**src/hdl/pafs_pkg.sv**
```systemverilog
package pafs_pkg;
   // Bus geometry
   localparam int unsigned ADDR_W   = 8;
   localparam int unsigned DATA_W   = 32;
   localparam int unsigned REG_W    = 16;
   localparam int unsigned PIN_CNT  = 16;

   // Register byte offsets
   localparam logic [7:0] OFF_BASE_MODE_LOW = 8'h00;
   localparam logic [7:0] OFF_ALT_LOWER     = 8'h04;
   localparam logic [7:0] OFF_ALT_LOW_MID   = 8'h08;
   localparam logic [7:0] OFF_ALT_HIGH_MID  = 8'h0C;
   localparam logic [7:0] OFF_ALT_UPPER     = 8'h10;
   localparam logic [7:0] OFF_DIRECTION     = 8'h14;
   localparam logic [7:0] OFF_PORT_DATA     = 8'h18;
   localparam logic [7:0] OFF_PIN_LEVEL     = 8'h1C;
   localparam logic [7:0] OFF_FUNC_STATUS   = 8'h20;

   // Mode field positions inside each mode register
   localparam int unsigned POS_SEL3 = 12;
   localparam int unsigned POS_SEL2 = 8;
   localparam int unsigned POS_SEL1 = 4;
   localparam int unsigned POS_SEL0 = 0;

   // Writable bits of a mode register; all others reserved
   localparam logic [15:0] MODE_MASK = 16'h1111;
   localparam logic [15:0] FULL_MASK = 16'hFFFF;

   // Reset values
   localparam logic [15:0] RST_BASE_MODE = 16'h0000;
   localparam logic [15:0] RST_ALT_MODE  = 16'h0000;
   localparam logic [15:0] RST_DIRECTION = 16'h0000;
   localparam logic [15:0] RST_PORT_DATA = 16'h0000;

   // Mode register to four pin select bits, pin 4k at bit 0
   function automatic logic [3:0] pafs_gather(input logic [15:0] r);
      pafs_gather = {r[POS_SEL3], r[POS_SEL2], r[POS_SEL1], r[POS_SEL0]};
   endfunction

   // Byte-lane write merge with reserved bits forced to zero
   function automatic logic [15:0] pafs_merge(input logic [15:0] old,
                                              input logic [31:0] wd,
                                              input logic [3:0]  strb,
                                              input logic [15:0] mask);
      logic [15:0] v;
      v        = old;
      if (strb[0]) v[7:0]  = wd[7:0];
      if (strb[1]) v[15:8] = wd[15:8];
      pafs_merge = v & mask;
   endfunction
endpackage

```
**src/hdl/pafs_pin_select.sv**
```systemverilog
// Design decisions made here: register access over APB and the register addresses.
`timescale 1ns/1ps
// Contract
// - Base mode bits 12 and 8 belong to pins 3 and 2, leave them as port pins, and reset to 0.
// - Base mode bits 4 and 0 belong to pins 1 and 0, leave them as port pins, and reset to 0.
// - Reserved groups 15-13, 11-9, 7-5 and 3-1 of every mode register read as zero and get zero.
// - Each of the four alternate mode registers is a 16-bit read/write register.
// - Power-on reset, hardware standby and watchdog reset clear all alternate registers.
// - Sleep mode leaves the alternate registers unchanged.
// - Upper alternate bits 12, 8, 4, 0 route pins 15, 14, 13, 12 to timer channels 33..30.
// - High-mid alternate bits 12, 8, 4, 0 route pins 11, 10, 9, 8 to timer channels 23..20.
// - Low-mid alternate bits 12, 8, 4, 0 route pins 7, 6, 5, 4 to timer channels 13..10.
// - Lower alternate bits 12, 8, 4 route pins 3, 2, 1 to timer channels 03, 02, 01.
// - A timer function is chosen only when the base bit is 0 and the alternate bit is 1.
// - An alternate bit of 0 leaves its pin as a general port pin.
// - Lower alternate bit 0 routes pin 0 to timer channel 00 while its base bit is 0.
// - A port pin drives when its direction bit is 1, and the bit is ignored in timer mode.
module pafs_pin_select
   import pafs_pkg::*;
#(
   parameter int unsigned PINS = pafs_pkg::PIN_CNT
) (
   // Clock and reset
   input  wire logic                         ref_clk,
   input  wire logic                         rst_n,
   // Extra clear sources and low-power state
   input  wire logic                         standby_entry,
   input  wire logic                         wdt_por_req,
   input  wire logic                         sleep_mode,
   // APB slave
   input  wire logic                         psel,
   input  wire logic                         penable,
   input  wire logic                         pwrite,
   input  wire logic [pafs_pkg::ADDR_W-1:0]  paddr,
   input  wire logic [pafs_pkg::DATA_W-1:0]  pwdata,
   input  wire logic [3:0]                   pstrb,
   output logic      [pafs_pkg::DATA_W-1:0]  prdata,
   output logic                              pready,
   output logic                              pslverr,
   // Base mode bits of pins 15..4 from the upper base registers
   input  wire logic [15:4]                  base_sel_hi,
   // Timer channel side, bit i is the channel sharing pin i
   input  wire logic [15:0]                  timer_ch_io_out,
   input  wire logic [15:0]                  timer_ch_io_oe,
   output logic      [15:0]                  timer_ch_io_in,
   output logic      [15:0]                  timer_ch_sel,
   // Pin pads
   input  wire logic [15:0]                  pad_in,
   output logic      [15:0]                  pad_out,
   output logic      [15:0]                  pad_oe_n
);
   import pafs_pkg::*;

   if (PINS != 16) begin : g_pins_check
      $error("pafs_pin_select serves exactly sixteen pins");
   end

   logic [15:0] base_q;
   logic [15:0] alt_lower_q;
   logic [15:0] alt_low_mid_q;
   logic [15:0] alt_high_mid_q;
   logic [15:0] alt_upper_q;
   logic [15:0] dir_q;
   logic [15:0] data_q;
   logic [15:0] pin_q;
   logic [15:0] pad_out_q;
   logic [15:0] pad_oe_n_q;
   logic [15:0] tmr_in_q;
   logic [15:0] tmr_sel_q;
   logic [31:0] prdata_q;
   logic        pready_q;
   logic        pslverr_q;

   // Bus phase decode
   wire         acc      = psel & penable;
   wire         rd_cap   = acc & ~pready_q;
   wire         wr_en    = acc & pready_q & pwrite;
   wire         clr      = standby_entry | wdt_por_req;

   wire         sel_base = (paddr == OFF_BASE_MODE_LOW);
   wire         sel_a1   = (paddr == OFF_ALT_LOWER);
   wire         sel_a2   = (paddr == OFF_ALT_LOW_MID);
   wire         sel_a3   = (paddr == OFF_ALT_HIGH_MID);
   wire         sel_a4   = (paddr == OFF_ALT_UPPER);
   wire         sel_dir  = (paddr == OFF_DIRECTION);
   wire         sel_dat  = (paddr == OFF_PORT_DATA);
   wire         sel_pin  = (paddr == OFF_PIN_LEVEL);
   wire         sel_fst  = (paddr == OFF_FUNC_STATUS);
   wire         hit      = sel_base | sel_a1 | sel_a2 | sel_a3 | sel_a4 |
                           sel_dir | sel_dat | sel_pin | sel_fst;

   // Next register values, reserved bits masked off
   wire  [15:0] base_w   = pafs_merge(base_q, pwdata, pstrb, MODE_MASK);
   wire  [15:0] a1_w     = pafs_merge(alt_lower_q, pwdata, pstrb, MODE_MASK);
   wire  [15:0] a2_w     = pafs_merge(alt_low_mid_q, pwdata, pstrb, MODE_MASK);
   wire  [15:0] a3_w     = pafs_merge(alt_high_mid_q, pwdata, pstrb, MODE_MASK);
   wire  [15:0] a4_w     = pafs_merge(alt_upper_q, pwdata, pstrb, MODE_MASK);
   wire  [15:0] dir_w    = pafs_merge(dir_q, pwdata, pstrb, FULL_MASK);
   wire  [15:0] dat_w    = pafs_merge(data_q, pwdata, pstrb, FULL_MASK);

   // Effective per-pin selects
   wire  [15:0] base_eff = {base_sel_hi, pafs_gather(base_q)};
   wire  [15:0] alt_eff  = {pafs_gather(alt_upper_q),
                            pafs_gather(alt_high_mid_q),
                            pafs_gather(alt_low_mid_q),
                            pafs_gather(alt_lower_q)};
   wire  [15:0] tmr_sel  = ~base_eff & alt_eff;

   // Pad drive: timer channel or port data, direction only in port mode
   wire  [15:0] pad_o_d  = (tmr_sel & timer_ch_io_out) | (~tmr_sel & data_q);
   wire  [15:0] pad_oe_d = ~((tmr_sel & timer_ch_io_oe) | (~tmr_sel & dir_q));
   wire  [15:0] tmr_in_d = tmr_sel & pad_in;

   // Read mux, narrow registers in the low half
   wire  [15:0] rd_mux   = sel_base ? base_q         :
                           sel_a1   ? alt_lower_q    :
                           sel_a2   ? alt_low_mid_q  :
                           sel_a3   ? alt_high_mid_q :
                           sel_a4   ? alt_upper_q    :
                           sel_dir  ? dir_q          :
                           sel_dat  ? data_q         :
                           sel_pin  ? pin_q          :
                           sel_fst  ? tmr_sel_q      : 16'h0000;

   // APB answer: one wait state, error on unmapped address
   always_ff @(posedge ref_clk or negedge rst_n) begin
      if (!rst_n) begin
         pready_q  <= 1'b0;
         pslverr_q <= 1'b0;
         prdata_q  <= 32'h0000_0000;
      end else begin
         pready_q  <= rd_cap;
         pslverr_q <= rd_cap & ~hit;
         if (rd_cap) begin
            prdata_q <= (hit && !pwrite) ? {16'h0000, rd_mux} : 32'h0000_0000;
         end
      end
   end

   // Mode registers: cleared by reset, standby or watchdog, kept in sleep
   always_ff @(posedge ref_clk or negedge rst_n) begin
      if (!rst_n) begin
         base_q         <= RST_BASE_MODE;
         alt_lower_q    <= RST_ALT_MODE;
         alt_low_mid_q  <= RST_ALT_MODE;
         alt_high_mid_q <= RST_ALT_MODE;
         alt_upper_q    <= RST_ALT_MODE;
      end else if (clr) begin
         base_q         <= RST_BASE_MODE;
         alt_lower_q    <= RST_ALT_MODE;
         alt_low_mid_q  <= RST_ALT_MODE;
         alt_high_mid_q <= RST_ALT_MODE;
         alt_upper_q    <= RST_ALT_MODE;
      end else if (wr_en) begin
         if (sel_base) base_q         <= base_w;
         if (sel_a1)   alt_lower_q    <= a1_w;
         if (sel_a2)   alt_low_mid_q  <= a2_w;
         if (sel_a3)   alt_high_mid_q <= a3_w;
         if (sel_a4)   alt_upper_q    <= a4_w;
      end
   end

   // Port direction and data
   always_ff @(posedge ref_clk or negedge rst_n) begin
      if (!rst_n) begin
         dir_q  <= RST_DIRECTION;
         data_q <= RST_PORT_DATA;
      end else if (clr) begin
         dir_q  <= RST_DIRECTION;
         data_q <= RST_PORT_DATA;
      end else if (wr_en) begin
         if (sel_dir) dir_q  <= dir_w;
         if (sel_dat) data_q <= dat_w;
      end
   end

   // Registered pad and timer side
   always_ff @(posedge ref_clk or negedge rst_n) begin
      if (!rst_n) begin
         pad_out_q  <= 16'h0000;
         pad_oe_n_q <= 16'hFFFF;
         tmr_in_q   <= 16'h0000;
         tmr_sel_q  <= 16'h0000;
         pin_q      <= 16'h0000;
      end else begin
         pad_out_q  <= pad_o_d;
         pad_oe_n_q <= pad_oe_d;
         tmr_in_q   <= tmr_in_d;
         tmr_sel_q  <= tmr_sel;
         pin_q      <= pad_in;
      end
   end

   assign prdata         = prdata_q;
   assign pready         = pready_q;
   assign pslverr        = pslverr_q;
   assign pad_out        = pad_out_q;
   assign pad_oe_n       = pad_oe_n_q;
   assign timer_ch_io_in = tmr_in_q;
   assign timer_ch_sel   = tmr_sel_q;

   // Checks
   property p_base_write;
      @(posedge ref_clk) disable iff (!rst_n)
      (wr_en && sel_base && !clr && pstrb == 4'hF)
         |=> (base_q == ($past(pwdata[15:0]) & MODE_MASK));
   endproperty
   a_base_write: assert property (p_base_write)
      else $error("base mode register write not stored as masked data");

   property p_reserved_read;
      @(posedge ref_clk) disable iff (!rst_n)
      (rd_cap && !pwrite && (sel_base || sel_a1 || sel_a2 || sel_a3 || sel_a4))
         |=> pready_q && ((prdata_q[15:0] & ~MODE_MASK) == 16'h0000);
   endproperty
   a_reserved_read: assert property (p_reserved_read)
      else $error("reserved mode bits read nonzero");

   property p_alt_rw;
      @(posedge ref_clk) disable iff (!rst_n)
      (rd_cap && !pwrite && sel_a2) |=> prdata_q[15:0] == $past(alt_low_mid_q);
   endproperty
   a_alt_rw: assert property (p_alt_rw)
      else $error("alternate register read back differs");

   property p_alt_write;
      @(posedge ref_clk) disable iff (!rst_n)
      (wr_en && sel_a4 && !clr && pstrb == 4'hF)
         |=> (alt_upper_q == ($past(pwdata[15:0]) & MODE_MASK));
   endproperty
   a_alt_write: assert property (p_alt_write)
      else $error("alternate register write not stored as masked data");

   property p_clear;
      @(posedge ref_clk) disable iff (!rst_n)
      clr |=> (alt_lower_q | alt_low_mid_q | alt_high_mid_q | alt_upper_q) == 16'h0000
              && tmr_sel == 16'h0000;
   endproperty
   a_clear: assert property (p_clear)
      else $error("alternate registers not cleared");

   property p_sleep_keep;
      @(posedge ref_clk) disable iff (!rst_n)
      (sleep_mode && !clr && !wr_en)
         |=> $stable(alt_lower_q) && $stable(alt_low_mid_q)
             && $stable(alt_high_mid_q) && $stable(alt_upper_q);
   endproperty
   a_sleep_keep: assert property (p_sleep_keep)
      else $error("alternate registers changed in sleep");

   property p_route_upper;
      @(posedge ref_clk) disable iff (!rst_n)
      (alt_upper_q[POS_SEL3] && !base_sel_hi[15])
         |=> pad_out_q[15] == $past(timer_ch_io_out[15]) && timer_ch_sel[15];
   endproperty
   a_route_upper: assert property (p_route_upper)
      else $error("pin 15 not routed to timer channel 33");

   property p_route_high_mid;
      @(posedge ref_clk) disable iff (!rst_n)
      (alt_high_mid_q[POS_SEL0] && !base_sel_hi[8])
         |=> timer_ch_io_in[8] == $past(pad_in[8]);
   endproperty
   a_route_high_mid: assert property (p_route_high_mid)
      else $error("pin 8 not routed to timer channel 20");

   property p_route_low_mid;
      @(posedge ref_clk) disable iff (!rst_n)
      (alt_low_mid_q[POS_SEL2] && !base_sel_hi[6])
         |=> pad_oe_n_q[6] == !$past(timer_ch_io_oe[6]);
   endproperty
   a_route_low_mid: assert property (p_route_low_mid)
      else $error("pin 6 not routed to timer channel 12");

   property p_route_lower;
      @(posedge ref_clk) disable iff (!rst_n)
      (alt_lower_q[POS_SEL1] && !base_q[POS_SEL1])
         |=> pad_out_q[1] == $past(timer_ch_io_out[1]);
   endproperty
   a_route_lower: assert property (p_route_lower)
      else $error("pin 1 not routed to timer channel 01");

   property p_base_blocks;
      @(posedge ref_clk) disable iff (!rst_n)
      1'b1 |=> (timer_ch_sel & $past(base_eff)) == 16'h0000
               && timer_ch_sel == ($past(alt_eff) & ~$past(base_eff));
   endproperty
   a_base_blocks: assert property (p_base_blocks)
      else $error("timer selected against base mode bit");

   property p_port_mode;
      @(posedge ref_clk) disable iff (!rst_n)
      !alt_eff[5] |=> !timer_ch_sel[5] && pad_out_q[5] == $past(data_q[5])
                      && timer_ch_io_in[5] == 1'b0;
   endproperty
   a_port_mode: assert property (p_port_mode)
      else $error("pin 5 not in port mode with alternate bit clear");

   property p_route_pin0;
      @(posedge ref_clk) disable iff (!rst_n)
      (alt_lower_q[POS_SEL0] && !base_q[POS_SEL0])
         |=> timer_ch_sel[0] && timer_ch_io_in[0] == $past(pad_in[0]);
   endproperty
   a_route_pin0: assert property (p_route_pin0)
      else $error("pin 0 not routed to timer channel 00");

   property p_direction;
      @(posedge ref_clk) disable iff (!rst_n)
      !tmr_sel[2] |=> pad_oe_n_q[2] == !$past(dir_q[2]);
   endproperty
   a_direction: assert property (p_direction)
      else $error("port pin direction not honoured");

   property p_reserved_drop;
      @(posedge ref_clk) disable iff (!rst_n)
      (wr_en && sel_a3) |=> (alt_high_mid_q & ~MODE_MASK) == 16'h0000;
   endproperty
   a_reserved_drop: assert property (p_reserved_drop)
      else $error("reserved bit written");

   property p_apb_wait;
      @(posedge ref_clk) disable iff (!rst_n)
      (psel && !penable) ##1 (psel && penable) |=> pready;
   endproperty
   a_apb_wait: assert property (p_apb_wait)
      else $error("APB answer not after one wait state");

   property p_unmapped;
      @(posedge ref_clk) disable iff (!rst_n)
      (rd_cap && !hit) |=> pready_q && pslverr_q && prdata_q == 32'h0000_0000;
   endproperty
   a_unmapped: assert property (p_unmapped)
      else $error("unmapped access not refused");

   c_timer_pin: cover property (@(posedge ref_clk) disable iff (!rst_n)
      timer_ch_sel[15] ##1 !timer_ch_sel[15]);
   c_alt_write: cover property (@(posedge ref_clk) disable iff (!rst_n)
      wr_en && sel_a1 && pwdata[0]);
   c_unmapped: cover property (@(posedge ref_clk) disable iff (!rst_n)
      pready && pslverr);
   c_base_block: cover property (@(posedge ref_clk) disable iff (!rst_n)
      alt_eff[2] && base_eff[2]);
   c_sleep_hold: cover property (@(posedge ref_clk) disable iff (!rst_n)
      sleep_mode && alt_lower_q != 16'h0000);
endmodule

```
**config.mk**
```make
export PLATFORM = sky130hd
export DESIGN_NAME = pafs_pin_select
export DESIGN_NICKNAME = d
export VERILOG_FILES = /design/src/hdl/pafs_pkg.sv /design/src/hdl/pafs_pin_select.sv
export SDC_FILE = /design/constraint.sdc
export NUM_CORES = 1
export LEC_CHECK = 0
export BUFFER_PORTS_ARGS = -buffer_cell sky130_fd_sc_hd__buf_2
export CORE_MARGIN = 2
export CORE_UTILIZATION = 54
export CTS_CLUSTER_SIZE = 30
export DETAILED_ROUTE_END_ITERATION = 16
export HOLD_SLACK_MARGIN = 0.08
export PLACE_DENSITY_LB_ADDON = 0.05
export SYNTH_ARGS = -nofsm -noshare
export SYNTH_HDL_FRONTEND = slang
export SYNTH_SLANG_ARGS = --single-unit
```
**constraint.sdc**
```tcl
create_clock -name ref_clk -period 5.2 [get_ports ref_clk]
set_input_delay 1.56 -clock ref_clk [delete_from_list [all_inputs] [get_ports ref_clk]]
set_output_delay 1.56 -clock ref_clk [all_outputs]
set_load 0.05 [all_outputs]
```
; Word-level counts from Yosys, hierarchy flattened
; Cells that the tools add are included.
[totals]
reg_bits = 226
in_bits = 112
out_inout_bits = 98
elab_cells = 137
[op_classes]
n_eq_ne = 8
mux = 43
bitwise_logic = 27
n_reduce_logical = 32
[op_table]
columns = cell, n
row1 = $mux 16, 31
row2 = $and 16x16->16, 6
row3 = $mux 5, 10
row4 = $not 16->16, 3
row5 = $reduce_and 3->1, 14
row6 = $eq 8x5->1 const B, 4
row7 = $or 16x16->16, 2
row8 = $reduce_bool 2->1, 10
row9 = $eq 8x4->1 const B, 2
row10 = $mux 8, 2
row11 = $reduce_and 2->1, 5
row12 = $or 1x1->1, 9
row13 = $eq 8x3->1 const B, 1
row14 = $eq 8x6->1 const B, 1
row15 = $logic_not 8->1, 1
row16 = $and 1x1->1, 5
row17 = $not 1->1, 2
row18 = $logic_and 1x1->1, 1
row19 = $logic_not 1->1, 1

; Longest topological paths before layout
[logic_depth]
depth_word = 11
ltp_mapped = 7
mapped_depth_nobuf = 5

; Least setup slack after synthesis
; OpenSTA, ideal clock, no wires.
[synth_path]
kind = in2reg
startpoint = input paddr[5] in the netlist's numbering
endpoint = register dir_q[11]
setup_ps = 118
arrival_time_ps = 2951
required_ps = 5082
setup_slack_ps = 2131
cell_stages = 7
n_path_buf = 2
cell_sequence = or4b_4 buf_6 nor3_4 a21oi_2 buf_6 nand2_1 o21ai_2
[synth_between]
elab_chain_len = 3
[synth_lines]
columns = element, line
row1 = from (decl), pafs_pin_select.sv:34  ; input wire logic [pafs_pkg::ADDR_W-1:0] paddr,
row2 = $eq 8x5->1, pafs_pin_select.sv:85  ; wire sel_dir = (paddr == OFF_DIRECTION);
row3 = $reduce_bool 2->1 (no source line), --
row4 = $reduce_and 3->1 (no source line), --
row5 = to (signal assigned), pafs_pin_select.sv:172  ; if (sel_dir) dir_q <= dir_w;
row6 = to (decl), pafs_pin_select.sv:63  ; logic [15:0] dir_q;
; Every way passes these cells.
; A chain may end at the register's enable or synchronous reset.

; Worst setup path after layout
[layout_path]
startpoint = input paddr[3] in the netlist's numbering
endpoint = register prdata_q[4], in the netlist prdata[4]
[layout_between]
elab_chain_len = 11
elab_cells_between_ends = 28
classes_between = eq/ne: 8 / mux: 10 / bitwise: 8 / reduce/logical: 2
[layout_lines]
columns = element, line
row1 = $eq 8x6->1 (tied with other cells), pafs_pin_select.sv:88  ; wire sel_fst = (paddr == OFF_FUNC_STATUS);
row2 = $mux 16 or $or 1x1->1 (tied branches), "pafs_pin_select.sv:123, pafs_pin_select.sv:89"
row3 = $mux 16 or $or 1x1->1 (tied branches), "pafs_pin_select.sv:122, pafs_pin_select.sv:89"
row4 = $mux 16 or $or 1x1->1 (tied branches), "pafs_pin_select.sv:121, pafs_pin_select.sv:89"
row5 = $mux 16 or $or 1x1->1 (tied branches), "pafs_pin_select.sv:120, pafs_pin_select.sv:89"
row6 = $mux 16 or $or 1x1->1 (tied branches), "pafs_pin_select.sv:119, pafs_pin_select.sv:89"
row7 = $mux 16 or $or 1x1->1 (tied branches), "pafs_pin_select.sv:118, pafs_pin_select.sv:90"
row8 = $mux 16 or $or 1x1->1 (tied branches), "pafs_pin_select.sv:117, pafs_pin_select.sv:90"
row9 = $mux 16 or $or 1x1->1 (tied branches), "pafs_pin_select.sv:116, pafs_pin_select.sv:90"
row10 = $mux 16 or $logic_and 1x1->1 (tied branches), "pafs_pin_select.sv:115, pafs_pin_select.sv:135"
row11 = $mux 16 (*), pafs_pin_select.sv:135  ; prdata_q <= (hit && !pwrite) ? {16'h0000, rd_mux} : 32'h0000_0000;
row12 = to (signal assigned), pafs_pin_select.sv:135
row13 = to (decl), pafs_pin_select.sv:70  ; logic [31:0] prdata_q;
; Every way passes the cells marked *; elsewhere a longest branch is shown, timed or not.

==> summary.txt <==
Status
  – Outcome: finished clean

Synth
  – Synth top cells by count: 134 x dfrtp_1, 68 x nand2_1, 40 x nor2_1
  – Synthesis-stage register bit count: 150
  – Post-synth EDFFs: 0
  – Yosys Warn Count: 0
  – Fraction of the mapped netlist area in compound gates: 0.148
  – Count leader, synth: dfrtp_1
  – Sequential element share of the synthesized area: 0.596
  – Fraction of synthesized cell area taken by the top area cell type: 0.529
  – Synthesized cell area: 6340 um^2
  – Dominant combinational cell family by area after synthesis: compound AO/OA/AOI/OAI gates
  – Cells taking the most area after synthesis: dfrtp_1 53%, dfstp_2 6.6%, mux2i_1 4.3%
  – Async SR Flop Fraction: 1.00
  – Largest area contributor in the netlist: dfrtp_1
  – Primary FF master, synth: dfrtp_1
  – Area fraction in and, or, nand and nor cells after synthesis: 0.143
  – Syn Inst Count: 555
  – Count of unique library cells instantiated by Yosys: 54
  – Adder and majority gate portion of the synthesized area: 0
  – XOR/XNOR Fraction of Synth Area: 0
  – Multiplexer share of the synthesized area: 0.0711
  – Per-instance average area after synthesis: 11.4 um^2

Detailed routing
  – Via density: 5.72
  – DR vias: 5,067
  – Final wirelength: 16,800 um
  – Remaining design rule violation count: 0
  – Violation count after the first detailed-routing iteration: 349
  – Wire length per cell after detailed routing: 19.0 um
  – Number of detailed-routing iterations run before antenna repair: 8
  – Number of nets with antenna violations after routing: 0

Final layout
  – # fillers: 912
  – Nets: 843
  – Register cell area after layout: 3770 um^2
  – Number of antenna cells inserted: 0
  – Area of the multi-input gates: 2370 um^2
  – Layout-stage area growth over the synthesis result: 24.1%
  – Share of layout cells above drive strength 1: 0.363

Clock tree
  – Number of H-tree levels: 4
  – Insertion delay to the later sink of the worst-skew pair: 420 ps
  – Post-CTS clock slew at the launch and capture registers of the worst setup and hold paths: 60 ps
  – # hold bufs at CTS: 0
  – Post-cts gate resize count: 0
  – TritonCTS sink count: 150
  – Clock root cell: clkbuf_16
  – Number of CTS-inserted buffers: 17
  – CTS tree: done
  – Post-CTS setup repair buffer count: 0
  – Maximum clock path buffer count: 2

Placement
  – Half-perimeter wire length of the detailed placement result: 11,600 um
  – GP Congestion: 0.927
  – Worst setup slack before clock tree synthesis: 1370 ps
  – Input/output buffers: 174

Pwr
  – Maximum ir drop on the vdd rail: 0.240 mV
  – Post-route total power: 0.00265 W
  – Power density relative to cell area: 337 nW/um^2
  – Leakage power summed over all cells: 3.82 nW

STA
  – Transition time at the pin with the least slew margin: 1250 ps
  – Max Transition Viols Final: 0
  – Hold violation count in the final report: 0
  – Number of endpoints failing setup at the final stage: 0
  – Total negative slack: 0 ps
  – Worst setup skew after layout: 4.86 ps
  – Highest Clock Rate: 291 MHz
  – RSZ-0062 raised after global routing: false
  – Headroom to the max-slew limit: 0.166
  – Least setup slack across all paths after layout: 1760 ps
  – Fin crit period: 3440 ps
  – Fraction of the cycle the final worst path needs: 0.661

Floorplan
  – Die X: 112 um
  – Die extent in y: 112 um
  – Floorplan core area: 11,400 um^2
  – Effective utilization at floorplan: 0.555
  – Floorplan die area: 12,600 um^2
  – Row Count: 39
  – Top Ports: 210

Global routing
  – Leftover overflow at the end of global routing: 0
  – Number of global-route vias before repair: 5,103
  – First-pass GRT wire length: 26,800 um
  – Initial antenna violation count: 0
  – Maximum number of pins on one net before global-route repair: 99
  – Global Route Usage Sum: 0.277

Worst setup path
  – Arr. time, crit path: 3750 ps
  – Max Fanout on Critical Path: 25
  – Worst Path Required: 5510 ps
  – Endpoint type of the worst setup path: flip-flop
  – Type of the worst setup path: input port to flip-flop
  – Startpoint types: input port

Hold path
  – Path class of the lowest-slack min-delay path: flip-flop to flip-flop

Run
  – MaxCap Viol Count: 0
[sequential cells by signal (all words and copies together), names as in the netlist, 16 cells and up]
signal	flops
timer_ch_io_in	16
pin_q	16
dir_q	16
prdata	16
pad_out	16
pad_oe_n	16
data_q	16
timer_ch_sel	16
[layer usage]
metal	vias up	global-route usage	share of wire
met3	47	0.0713	0.082
met1	2462	0.370	0.41
met5	-	0	0
met2	261	0.429	0.48
met4	0	0.128	0.033
li1	2297	-	-
[worst paths after layout]
| check | startpoint | end | slack [ps] | depth (start not counted) |
|---|---|---|---|---|
| hold / removal | dir_q[14] | pad_oe_n[14] | 440 | 1 |
| setup reg to reg | pready | prdata[14] | 2710 | 6 |
| hold reg to reg | dir_q[14] | pad_oe_n[14] | 440 | 1 |
| max in group asynchronous | rst_n | pad_oe_n[6] | 3040 | 2 |
| setup / recovery | paddr[3] | prdata[4] | 1760 | 6 |
| min in group asynchronous | rst_n | pad_out[0] | 1200 | 1 |
[worst max-delay path, stage by stage]
cell,delay (ps)
buf_2,250
nor4b_1,660
and2_1,720
o2bb2ai_1,200
a222oi_1,110
o41ai_1,250
[placed cells by master, fill, tap and decap left out, types with 9 or more instances in the layout]
master	n
buf_2	173
buf_4	9
dfrtp_1	134
a21oi_1	19
nor2_1	40
nand3_1	16
clkbuf_16	17
a22o_1	15
dfstp_2	16
o21ai_0	34
conb_1	16
and2_1	19
nand2_1	68
a22oi_1	14
nor2b_1	16
mux2_2	16
mux2i_1	27
[layout make-up]
type,count,share of cell area
tap,143,0.0228
multi-input combinational,375,0.301
sequential,150,0.480
clock inverter,9,0.0127
timing repair buffer,183,0.120
clock buffer,22,0.0616
inverter,4,0.00191
[power by group]
part / switching, W / leakage, nW / internal (W)
sequential: 0.0000162 / 1.98 / 0.00120
combinational: 0.000168 / 1.55 / 0.0000587
clock: 0.000454 / 0.288 / 0.000749
total: 0.000638 / 3.82 / 0.00201
[logic make-up (layout without fill, tap and decap cells)]
logic type,Yosys count,count (layout)
compound gates,135,135
buf+inv,45,218
flops,150,150
mux,43,43
other cells,1,16
simple gates,181,181
[metrics by stage]
stage	hold WS, ps	instance area (um^2)	cells	utilization
final	442	7860	886	0.689
after global routing	474	7860	886	0.689
after CTS	446	7860	886	0.689
after detailed placement	433	7280	855	0.638
after global placement	429	7280	855	0.638
after floorplan	411	6390	570	-
No activity file was read; power rests on OpenSTA's default activity.
